<file path="src/pkg/gcr_pkg.sv">
// package: constants for the chip global configuration register bank
package gcr_pkg;
  // register indices inside the configuration index space
  localparam logic [7:0] GCR_IDX_CONFIG_CONTROL = 8'h02;
  localparam logic [7:0] GCR_IDX_INDEX_ADDR_SEL = 8'h03;
  localparam logic [7:0] GCR_IDX_LOGICAL_DEV = 8'h07;
  localparam logic [7:0] GCR_IDX_DEVICE_IDENTITY = 8'h20;
  localparam logic [7:0] GCR_IDX_DEVICE_REVISION = 8'h21;
  localparam logic [7:0] GCR_IDX_FUNC_POWER = 8'h22;
  localparam logic [7:0] GCR_IDX_IPM_ENABLE = 8'h23;
  localparam logic [7:0] GCR_IDX_BANK_LAST = 8'h2F;
  // field positions and masks
  localparam int GCR_SOFT_RESET_BIT = 0;
  localparam int GCR_OUTSIDE_ACCESS_BIT = 7;
  localparam logic [7:0] GCR_INDEX_ADDR_MASK = 8'h83;
  localparam logic [7:0] GCR_FUNC_MASK = 8'h39;
  // reset values
  localparam logic [7:0] GCR_INDEX_ADDR_RST = 8'h03;
  localparam logic [7:0] GCR_LOGICAL_DEV_RST = 8'h00;
  localparam logic [7:0] GCR_FUNC_POWER_RST = 8'h00;
  localparam logic [7:0] GCR_IPM_ENABLE_RST = 8'h00;
  // run-mode general purpose index port codes and addresses
  localparam logic [1:0] GCR_GPI_CODE_EA = 2'h3;
  localparam logic [1:0] GCR_GPI_CODE_E2 = 2'h1;
  localparam logic [1:0] GCR_GPI_CODE_E0 = 2'h0;
  localparam logic [7:0] GCR_GPI_ADDR_EA = 8'hEA;
  localparam logic [7:0] GCR_GPI_ADDR_E2 = 8'hE2;
  localparam logic [7:0] GCR_GPI_ADDR_E0 = 8'hE0;
  // identity codes: arbitrary values
  localparam logic [7:0] GCR_IDENTITY_DEFAULT = 8'h5A;
  localparam logic [7:0] GCR_REVISION_DEFAULT = 8'h01;
endpackage

</file>
<file path="src/rtl/gcr_reset_sync.sv">
// two-flop release synchroniser for the active low reset
`timescale 1ns/100ps
`default_nettype none
module gcr_reset_sync (
  // clock and raw reset
  input wire logic clk,
  input wire logic rst_n,
  // synchronised reset
  output logic rst_sync_n
);
  // packed state of the synchroniser
  typedef struct packed {
    logic stage1;
    logic stage2;
  } gcr_rsync_s;
  gcr_rsync_s st_r;
  gcr_rsync_s st_nxt;

  // shift a one in after release
  always_comb begin
    st_nxt.stage1 = 1'b1;
    st_nxt.stage2 = st_r.stage1;
  end

  // assert at once, release through two flops
  always_ff @(posedge clk or negedge rst_n) begin
    if (!rst_n) begin
      st_r <= '0;
    end else begin
      st_r <= st_nxt;
    end
  end

  assign rst_sync_n = st_r.stage2;
endmodule
`default_nettype wire

</file>
<file path="src/rtl/gcr_gpi_decode.sv">
// run-mode general purpose index port address decoder
`timescale 1ns/100ps
`default_nettype none
module gcr_gpi_decode
  import gcr_pkg::*;
(
  // address select field
  input wire logic [1:0] addr_code,
  // decoded port address and its validity
  output logic [7:0] gpi_addr,
  output logic gpi_valid
);
  // map the two-bit code onto a port address
  always_comb begin
    gpi_addr = 8'h00;
    gpi_valid = 1'b1;
    case (addr_code)
      GCR_GPI_CODE_EA: gpi_addr = GCR_GPI_ADDR_EA;
      GCR_GPI_CODE_E2: gpi_addr = GCR_GPI_ADDR_E2;
      GCR_GPI_CODE_E0: gpi_addr = GCR_GPI_ADDR_E0;
      // reserved code: no port decoded at all
      default: gpi_valid = 1'b0;
    endcase
  end
endmodule
`default_nettype wire

</file>
<file path="src/rtl/gcr_global_regs.sv">
// chip global configuration register bank behind the index and data ports
`timescale 1ns/100ps
`default_nettype none
module gcr_global_regs
  import gcr_pkg::*;
#(
  parameter logic [7:0] IDENTITY_CODE = GCR_IDENTITY_DEFAULT, // arbitrary value
  parameter logic [7:0] REVISION_CODE = GCR_REVISION_DEFAULT, // arbitrary value
  parameter int LOGICAL_DEV_COUNT = 9
) (
  // clock and reset
  input wire logic clk,
  input wire logic rst_n,
  // configuration mode level from the mode entry logic
  input wire logic config_mode,
  // index port write strobe and data
  input wire logic index_wr,
  input wire logic [7:0] index_wdata,
  // data port strobes and write data
  input wire logic data_wr,
  input wire logic data_rd,
  input wire logic [7:0] data_wdata,
  // read side
  output logic [7:0] index_rdata,
  output logic [7:0] data_rdata,
  output logic data_hit,
  // activate request from the per-device logic
  input wire logic activate_wr,
  input wire logic activate_val,
  // per-device activate outputs
  output logic [LOGICAL_DEV_COUNT-1:0] device_active,
  // soft reset pulse for the per-device registers
  output logic soft_reset,
  // selection and enables to the rest of the chip
  output logic [7:0] logical_device,
  output logic [7:0] gpi_port_addr,
  output logic gpi_port_valid,
  output logic outside_access_en,
  output logic [7:0] function_power,
  output logic [7:0] ipm_enable,
  output logic floppy_controller_pwr,
  output logic serial1_ipm
);
  // parameter sanity, refused at elaboration time
  // the device number register is eight bits wide, so 256 is the ceiling
  if (LOGICAL_DEV_COUNT < 1 || LOGICAL_DEV_COUNT > 256) begin : g_bad_count
    $error("gcr_global_regs: LOGICAL_DEV_COUNT out of range");
  end

  // synchronised reset used everywhere below
  logic rst_sync_n;

  gcr_reset_sync u_rsync (
    .clk(clk),
    .rst_n(rst_n),
    .rst_sync_n(rst_sync_n)
  );

  // all state of the bank
  typedef struct packed {
    logic [7:0] index;
    logic [7:0] index_addr_sel;
    logic [7:0] logical_dev;
    logic [7:0] func_power;
    logic [7:0] ipm_en;
    logic soft_reset;
    logic [7:0] rdata;
    logic hit;
    logic [LOGICAL_DEV_COUNT-1:0] active;
  } gcr_state_s;

  gcr_state_s st_r;
  gcr_state_s st_nxt;

  // decode helpers
  logic in_bank; // index inside the global bank
  logic cfg_wr; // accepted write to the data port
  logic cfg_rd; // accepted read of the data port
  logic [7:0] rd_mux; // read value of the selected register
  logic ldn_in_range; // selected device exists

  // full eight-bit range compare, upper bits never dropped
  assign in_bank = (st_r.index <= GCR_IDX_BANK_LAST);
  // writes and reads count only in configuration mode
  assign cfg_wr = config_mode && data_wr && in_bank;
  assign cfg_rd = config_mode && data_rd && in_bank;
  // nine-bit compare so a count of 256 is not cut to zero
  assign ldn_in_range = ({1'b0, st_r.logical_dev} < 9'(LOGICAL_DEV_COUNT));

  // read multiplexer over the implemented registers
  always_comb begin
    rd_mux = 8'h00;
    case (st_r.index)
      GCR_IDX_INDEX_ADDR_SEL: rd_mux = st_r.index_addr_sel & GCR_INDEX_ADDR_MASK;
      GCR_IDX_LOGICAL_DEV: rd_mux = st_r.logical_dev;
      GCR_IDX_DEVICE_IDENTITY: rd_mux = IDENTITY_CODE;
      GCR_IDX_DEVICE_REVISION: rd_mux = REVISION_CODE;
      GCR_IDX_FUNC_POWER: rd_mux = st_r.func_power;
      GCR_IDX_IPM_ENABLE: rd_mux = st_r.ipm_en & GCR_FUNC_MASK;
      // config control is write only and reads zero with the reserved ones
      default: rd_mux = 8'h00;
    endcase
  end

  // next state of the whole bank
  always_comb begin
    st_nxt = st_r;
    // the request pulse lasts one cycle and falls by itself
    st_nxt.soft_reset = 1'b0;
    st_nxt.hit = cfg_rd;
    // index port: selects the register, data port follows
    if (index_wr && config_mode) begin
      st_nxt.index = index_wdata;
    end
    // register writes; reserved indices fall to default and are dropped
    if (cfg_wr) begin
      case (st_r.index)
        GCR_IDX_CONFIG_CONTROL: st_nxt.soft_reset = data_wdata[GCR_SOFT_RESET_BIT];
        GCR_IDX_INDEX_ADDR_SEL: st_nxt.index_addr_sel = data_wdata & GCR_INDEX_ADDR_MASK;
        GCR_IDX_LOGICAL_DEV: st_nxt.logical_dev = data_wdata;
        GCR_IDX_FUNC_POWER: st_nxt.func_power = data_wdata & GCR_FUNC_MASK;
        GCR_IDX_IPM_ENABLE: st_nxt.ipm_en = data_wdata & GCR_FUNC_MASK;
        // identity, revision and reserved indices ignore writes
        default: st_nxt.index = st_r.index;
      endcase
    end
    // activate lands on the selected device only
    if (activate_wr && config_mode && ldn_in_range) begin
      st_nxt.active[st_r.logical_dev[$clog2(LOGICAL_DEV_COUNT+1)-1:0]] = activate_val;
    end
    // soft reset: only registers with a soft reset value reload
    if (st_r.soft_reset) begin
      st_nxt.func_power = GCR_FUNC_POWER_RST;
      st_nxt.active = '0;
    end
    // read data captured into a flop
    if (cfg_rd) begin
      st_nxt.rdata = rd_mux;
    end
  end

  // state register, reset to documented defaults
  always_ff @(posedge clk or negedge rst_sync_n) begin
    if (!rst_sync_n) begin
      st_r.index <= 8'h00;
      st_r.index_addr_sel <= GCR_INDEX_ADDR_RST;
      st_r.logical_dev <= GCR_LOGICAL_DEV_RST;
      st_r.func_power <= GCR_FUNC_POWER_RST;
      st_r.ipm_en <= GCR_IPM_ENABLE_RST;
      st_r.soft_reset <= 1'b0;
      st_r.rdata <= 8'h00;
      st_r.hit <= 1'b0;
      st_r.active <= '0;
    end else begin
      st_r <= st_nxt;
    end
  end

  // run-mode index port address
  gcr_gpi_decode u_gpi (
    .addr_code(st_r.index_addr_sel[1:0]),
    .gpi_addr(gpi_port_addr),
    .gpi_valid(gpi_port_valid)
  );

  // outputs straight from state; index read back is zeroed outside configuration mode
  assign index_rdata = config_mode ? st_r.index : 8'h00;
  assign data_rdata = st_r.rdata;
  assign data_hit = st_r.hit;
  assign soft_reset = st_r.soft_reset;
  assign logical_device = st_r.logical_dev;
  assign device_active = st_r.active;
  assign outside_access_en = st_r.index_addr_sel[GCR_OUTSIDE_ACCESS_BIT];
  assign function_power = st_r.func_power;
  assign ipm_enable = st_r.ipm_en;
  assign floppy_controller_pwr = st_r.func_power[0];
  assign serial1_ipm = st_r.ipm_en[4];

  // checks next to the logic
  chk_mode_gate: assert property (@(posedge clk) disable iff (!rst_sync_n)
    (!config_mode && data_rd) |=> !data_hit)
    else $error("data port answered outside configuration mode");
  chk_soft_clear: assert property (@(posedge clk) disable iff (!rst_sync_n)
    soft_reset |=> !soft_reset)
    else $error("soft reset request did not self-clear");
  chk_soft_power: assert property (@(posedge clk) disable iff (!rst_sync_n)
    soft_reset |=> (function_power == 8'h00))
    else $error("power control not reloaded by soft reset");
  chk_soft_trigger: assert property (@(posedge clk) disable iff (!rst_sync_n)
    (config_mode && data_wr && st_r.index == GCR_IDX_CONFIG_CONTROL && data_wdata[0]) |=> soft_reset)
    else $error("soft reset write did not trigger");
  chk_id_read: assert property (@(posedge clk) disable iff (!rst_sync_n)
    (config_mode && data_rd && st_r.index == GCR_IDX_DEVICE_IDENTITY) |=> (data_rdata == IDENTITY_CODE))
    else $error("identity register read wrong");
  chk_rev_read: assert property (@(posedge clk) disable iff (!rst_sync_n)
    (config_mode && data_rd && st_r.index == GCR_IDX_DEVICE_REVISION) |=> (data_rdata == REVISION_CODE))
    else $error("revision register read wrong");
  chk_alias_free: assert property (@(posedge clk) disable iff (!rst_sync_n)
    (config_mode && data_rd && st_r.index > GCR_IDX_BANK_LAST) |=> !data_hit)
    else $error("index above bank answered");
  chk_ipm_zero: assert property (@(posedge clk) disable iff (!rst_sync_n)
    (ipm_enable[7:6] == 2'b00) && (function_power[7:6] == 2'b00))
    else $error("reserved power bits set");
  chk_gpi_reserved: assert property (@(posedge clk) disable iff (!rst_sync_n)
    (st_r.index_addr_sel[1:0] == 2'b10) |-> !gpi_port_valid)
    else $error("reserved index code decoded an address");
  chk_ldn_write: assert property (@(posedge clk) disable iff (!rst_sync_n)
    (config_mode && data_wr && st_r.index == GCR_IDX_LOGICAL_DEV) |=> (logical_device == $past(data_wdata)))
    else $error("logical device not selected by write");

  // index port takes the written value in configuration mode
  chk_index_take: assert property (@(posedge clk) disable iff (!rst_sync_n)
    (index_wr && config_mode) |=> (st_r.index == $past(index_wdata)))
    else $error("index port did not take written value");

  // index port ignores writes in run mode
  chk_index_hold: assert property (@(posedge clk) disable iff (!rst_sync_n)
    (index_wr && !config_mode) |=> $stable(st_r.index))
    else $error("index changed outside configuration mode");

  // data writes outside configuration mode leave power control alone
  chk_wr_outside: assert property (@(posedge clk) disable iff (!rst_sync_n)
    (!config_mode && data_wr && !soft_reset) |=> $stable(function_power))
    else $error("power control written outside configuration mode");

  // index read back follows the register only in configuration mode
  chk_index_read: assert property (@(posedge clk) disable iff (!rst_sync_n)
    config_mode |-> (index_rdata == st_r.index))
    else $error("index read back wrong");

  // index read back is zero in run mode
  chk_index_quiet: assert property (@(posedge clk) disable iff (!rst_sync_n)
    !config_mode |-> (index_rdata == 8'h00))
    else $error("index visible outside configuration mode");

  // any data answer must have come from an accepted read
  chk_hit_cause: assert property (@(posedge clk) disable iff (!rst_sync_n)
    data_hit |-> $past(cfg_rd))
    else $error("data answer without accepted read");

  // every index inside the bank answers a read
  chk_hit_inbank: assert property (@(posedge clk) disable iff (!rst_sync_n)
    (config_mode && data_rd && st_r.index <= GCR_IDX_BANK_LAST) |=> data_hit)
    else $error("index inside bank did not answer");

  // read data holds between accepted reads
  chk_rdata_hold: assert property (@(posedge clk) disable iff (!rst_sync_n)
    !cfg_rd |=> $stable(data_rdata))
    else $error("read data changed without a read");

  // the write only control register reads back zero
  chk_ctrl_read: assert property (@(posedge clk) disable iff (!rst_sync_n)
    (config_mode && data_rd && st_r.index == GCR_IDX_CONFIG_CONTROL) |=> (data_rdata == 8'h00))
    else $error("control register read not zero");

  // reserved bits of the index address register never set
  chk_sel_reserved: assert property (@(posedge clk) disable iff (!rst_sync_n)
    (st_r.index_addr_sel[6:2] == 5'h00))
    else $error("reserved index address bits set");

  // only the four function bits of power control can be set
  chk_power_mask: assert property (@(posedge clk) disable iff (!rst_sync_n)
    ((function_power & ~GCR_FUNC_MASK) == 8'h00))
    else $error("reserved power control bit set");

  // only the four function bits of power management can be set
  chk_ipm_mask: assert property (@(posedge clk) disable iff (!rst_sync_n)
    ((ipm_enable & ~GCR_FUNC_MASK) == 8'h00))
    else $error("reserved power management bit set");

  // floppy power pin mirrors bit 0 of power control
  chk_fdc_power: assert property (@(posedge clk) disable iff (!rst_sync_n)
    (floppy_controller_pwr == function_power[0]))
    else $error("floppy power out of step");

  // first serial port management follows bit 4
  chk_serial_ipm: assert property (@(posedge clk) disable iff (!rst_sync_n)
    (serial1_ipm == ipm_enable[4]))
    else $error("serial management out of step");

  // outside access enable mirrors bit 7 of the index address register
  chk_outside_bit: assert property (@(posedge clk) disable iff (!rst_sync_n)
    (outside_access_en == st_r.index_addr_sel[GCR_OUTSIDE_ACCESS_BIT]))
    else $error("outside access enable out of step");

  // code 11 decodes the default run-mode port
  chk_gpi_ea: assert property (@(posedge clk) disable iff (!rst_sync_n)
    (st_r.index_addr_sel[1:0] == GCR_GPI_CODE_EA) |-> (gpi_port_valid && gpi_port_addr == GCR_GPI_ADDR_EA))
    else $error("index code 11 decoded wrong");

  // code 01 decodes the second run-mode port
  chk_gpi_e2: assert property (@(posedge clk) disable iff (!rst_sync_n)
    (st_r.index_addr_sel[1:0] == GCR_GPI_CODE_E2) |-> (gpi_port_valid && gpi_port_addr == GCR_GPI_ADDR_E2))
    else $error("index code 01 decoded wrong");

  // code 00 decodes the third run-mode port
  chk_gpi_e0: assert property (@(posedge clk) disable iff (!rst_sync_n)
    (st_r.index_addr_sel[1:0] == GCR_GPI_CODE_E0) |-> (gpi_port_valid && gpi_port_addr == GCR_GPI_ADDR_E0))
    else $error("index code 00 decoded wrong");

  // no soft reset pulse without a control register write
  chk_soft_cause: assert property (@(posedge clk) disable iff (!rst_sync_n)
    !(config_mode && data_wr && st_r.index == GCR_IDX_CONFIG_CONTROL) |=> !soft_reset)
    else $error("soft reset pulse without a write");

  // soft reset clears every activate bit
  chk_soft_active: assert property (@(posedge clk) disable iff (!rst_sync_n)
    soft_reset |=> (device_active == '0))
    else $error("activate bits not cleared by soft reset");

  // activate bits move only on an activate or a soft reset
  chk_act_quiet: assert property (@(posedge clk) disable iff (!rst_sync_n)
    (!activate_wr && !soft_reset) |=> $stable(device_active))
    else $error("activate bits changed without a request");

  // an activate for a missing device touches nothing
  chk_act_range: assert property (@(posedge clk) disable iff (!rst_sync_n)
    (activate_wr && !ldn_in_range && !soft_reset) |=> $stable(device_active))
    else $error("activate reached a missing device");
endmodule
`default_nettype wire

</file>
<file path="config.mk">
export PLATFORM = sky130hd
export DESIGN_NAME = gcr_global_regs
export DESIGN_NICKNAME = d
export VERILOG_FILES = /design/src/pkg/gcr_pkg.sv /design/src/rtl/gcr_reset_sync.sv /design/src/rtl/gcr_gpi_decode.sv /design/src/rtl/gcr_global_regs.sv
export SDC_FILE = /design/constraint.sdc
export NUM_CORES = 1
export LEC_CHECK = 0
export BUFFER_PORTS_ARGS = -buffer_cell sky130_fd_sc_hd__buf_4
export CELL_PAD_IN_SITES_DETAIL_PLACEMENT = 2
export CELL_PAD_IN_SITES_GLOBAL_PLACEMENT = 2
export CORE_MARGIN = 2
export CORE_UTILIZATION = 32
export CTS_BUF_LIST = sky130_fd_sc_hd__clkbuf_4
export CTS_CLUSTER_SIZE = 40
export DETAILED_ROUTE_END_ITERATION = 10
export PLACE_DENSITY = 0.85
export SYNTH_ARGS = -nofsm -noshare
export SYNTH_HDL_FRONTEND = slang
export SYNTH_HIERARCHICAL = 1
export SYNTH_SLANG_ARGS = --single-unit
</file>
<file path="constraint.sdc">
create_clock -name clk -period 2.05 [get_ports clk]
set_input_delay 0.1025 -clock clk [delete_from_list [all_inputs] [get_ports clk]]
set_output_delay 0.1025 -clock clk [all_outputs]
set_load 0.05 [all_outputs]
</file>
==> impl_metrics.yaml <==
layout:
  design_area_sq_mm: 0.00333
  final_common_cell: "buf_4"
  area_growth_pct: 26.5
  layout_common_cells: "buf_4, dfrtp_1, nor2_1"
  instances_no_fill: 418
  antenna_cells: 0
  drive_gt1_share_pct: 41.2
  nNetsFinal: 336
  fin_util_pct: 41.2
  fillers: 876
placed_design:
  hpwl_mm: 5.50
  gp_congestion: 0.808
  io_buffer_count: 75
  place_area_sq_mm: 0.00309
  dp_cells: 393
job:
  maxCapViolations: 0
setup_path:
  path_class: "flop to flop"
  crit_path_frequent_cell: "buf_4"
  start_kind: "flop"
  cpPeakStageDelay_ns: 0.44
  required_ns: 2.32
  startpoint: "st_r[54]"
  cp-end-kind: "flop"
  slowest_stage: "nor4_1"
  cp_max_fo: 5
  crit_arrival_ns: 2.31
  r2r-start: "st_r[54]"
  crit_chain: "buf_4 -> nor4_1 -> nand3b_1 -> nor3_1 -> buf_4 -> mux2_2"
  rr_worst_depth: 6
clock_tree:
  clk_path_buf_depth: 2
  clockRootBuffer: "clkbuf_4"
  tritoncts: "built"
  cts_sinks: 48
  clk_pin_slew_ns: 0.15
  cts-buffers-inserted: 5
  insertion_delay_ns: 0.38
  htree_levels: 2
  post_cts_buffers: 0
global_routing:
  overflow: 0
  grt_pass1_vias: 2151
  track_usage_pct: 17.0
  antenna_found_initial: 0
  grt_start_max_net_pins: 47
  grt_first_pass_wirelength_mm: 11.6
synth:
  yosys_register_bits: 48
  seq_area_frac_synth_pct: 45.7
  synthCells: 247
  synth_area_sq_mm: 0.00263
  synth-warning-count: 6
  synth_area_per_cell_sq_um: 10.7
  synthDistinctLibCells: 40
detailed_routing:
  routed_wl_mm: 7.54
  avgViaCountPerCell: 4.84
  wl_per_cell_microns: 18.0
  dr.pass1.iters: 4
  drt_iter0_drc: 32
  vias: 2022
  ant_nets: 0
  drc: 0
worst_hold_path:
  whs_path_depth: 3
  hold_path_class: "input pin to flop"
  hold_path.startpoint: "activate_val"
sta:
  finalCritPeriodShare_pct: 99.6
  setup_viol: 0
  drv_slew: 0
  worstMarginPinSlew_ns: 0.609
  max_freq_mhz: 490
  fin_crit_ns: 2.04
  hold_violations: 0
  fin_setup_tns_ns: 0
  final.setup_skew_ns: 0.0158
  relSlewSlack_pct: 59.4
floorplan:
  ioPinCount: 87
  num_rows: 33
  start_util_pct: 32.5
  dieArea_sq_mm: 0.00897
  die_h_microns: 94.7
  core_area_sq_mm: 0.00809
  die_x_microns: 94.7
run_status:
  outcome: "finished, final reports clean"
power:
  ir_drop_v: 0.000351
  p_leak_nw: 1.69
  p_per_area_mw_per_mm2: 767
power breakdown:
group,switching (W),internal (W)
Clock,0.000324,0.000127
Combinational,0.000639,0.000337
Sequential,0.0000897,0.00104
Total,0.00105,0.00150
worst max-delay path, delay by kind of cell (launching register included):
kind / cells / cell delay (ns)
flip-flops: 1 / 0.42
AND/OR/NAND/NOR: 3 / 0.82
multiplexers: 1 / 0.33
buffers and inverters: 2 / 0.36
cells by family after synthesis:
group                  synth area share [%]
and+or+nand+nor                        15.4
DFF                                    45.7
buffers and inverters                  15.8
AOI/OAI and AO/OA                      8.46
other                                 0.428
muxes                                  14.2
through the flow:
step,hold WS (ns),worst slack (ns),total power (W)
floorplan,-0.193,-0.0147,0.00186
global placement,-0.115,0.0952,0.00206
detailed placement,-0.114,-0.00252,0.00209
CTS,0.00179,0.00202,0.00258
global route,0.0173,-0.0713,0.00268
finish,0.0337,0.00784,0.00256
synthesized netlist by cell type:
library cell | instances | area share, %
buf_4 | 47 | 13
dfrtp_1 | 46 | 44
mux2_2 | 19 | 8.1
nor2_1 | 19 | 2.7
mux2i_1 | 16 | 6.1
clkbuf_1 | 11 | 1.6
and2_1 | 9 | 2.1
nand2_1 | 9 | 1.3
a22o_1 | 8 | 2.7
nand4_1 | 5 | 1.2
nand4b_1 | 5 | 1.7
o2bb2ai_1 | 5 | 1.7
nand3_1 | 4 | 0.76
nor3_1 | 4 | 0.76
conb_1 | 3 | 0.43
inv_1 | 3 | 0.43
nand2b_1 | 3 | 0.71
o21ai_0 | 3 | 0.57
buf_2 | 2 | 0.38
dfstp_2 | 2 | 2.0
nor2b_1 | 2 | 0.47
nor3b_1 | 2 | 0.57
nor4_1 | 2 | 0.47
o32a_1 | 2 | 0.76
a2111oi_0 | 1 | 0.33
a21boi_0 | 1 | 0.29
a21oi_1 | 1 | 0.19
a21oi_2 | 1 | 0.33
a31o_2 | 1 | 0.33
a32o_1 | 1 | 0.38
nand3b_1 | 1 | 0.29
nor3_2 | 1 | 0.38
nor3_4 | 1 | 0.62
nor4b_1 | 1 | 0.33
nor4bb_1 | 1 | 0.38
o211a_1 | 1 | 0.38
o211ai_1 | 1 | 0.29
o31ai_1 | 1 | 0.29
or3_4 | 1 | 0.43
or4_1 | 1 | 0.29
registers in the layout, indices dropped and copies added (netlist names):
signal and cells:
st_r 10, device_active 9, data_rdata 8, logical_device 8
function_power 4, ipm_enable 4, data_hit 1, outside_access_en 1
soft_reset 1, u_rsync/rst_sync_n 1, u_rsync/st_nxt 1
worst paths after layout:
kind	endpoint	slack, ns
max	ipm_enable[0]	0.008
min	device_active[2]	0.03
max reg2reg	ipm_enable[0]	0.008
min reg2reg	function_power[5]	0.36
max in group asynchronous	data_rdata[2]	1.27
min in group asynchronous	u_rsync/rst_sync_n	0.04
cell type report:
type	count	area, sq um	share of cell area, %
clock buffer	5	37.5	1.13
clock inverter	3	13.8	0.413
inverter	3	11.3	0.338
multi-input combinational	145	1070	32.1
sequential	48	1200	36.2
tap	105	131	3.94
timing repair buffer	109	865	25.9
what timing repair did:
item | CTS | global route
gates resized for setup | 0 | 6
setup endpoints to repair | 4 | 24
endpoints found under the hold margin | 27 | 0
pin swaps | 1 | 1
hold buffers | 17 | 0
metal layers:
metal / vias up / part of all wire, % / global-route usage (%) / wire length (microns)
met5: - / 0 / 0 / 0
met4: 0 / 1.8 / 5.56 / 137
met3: 13 / 4.5 / 3.27 / 336
met2: 54 / 50 / 28.5 / 3750
met1: 1020 / 44 / 22.2 / 3320
li1: 935 / - / - / -
(Power assumes the default switching activity.)
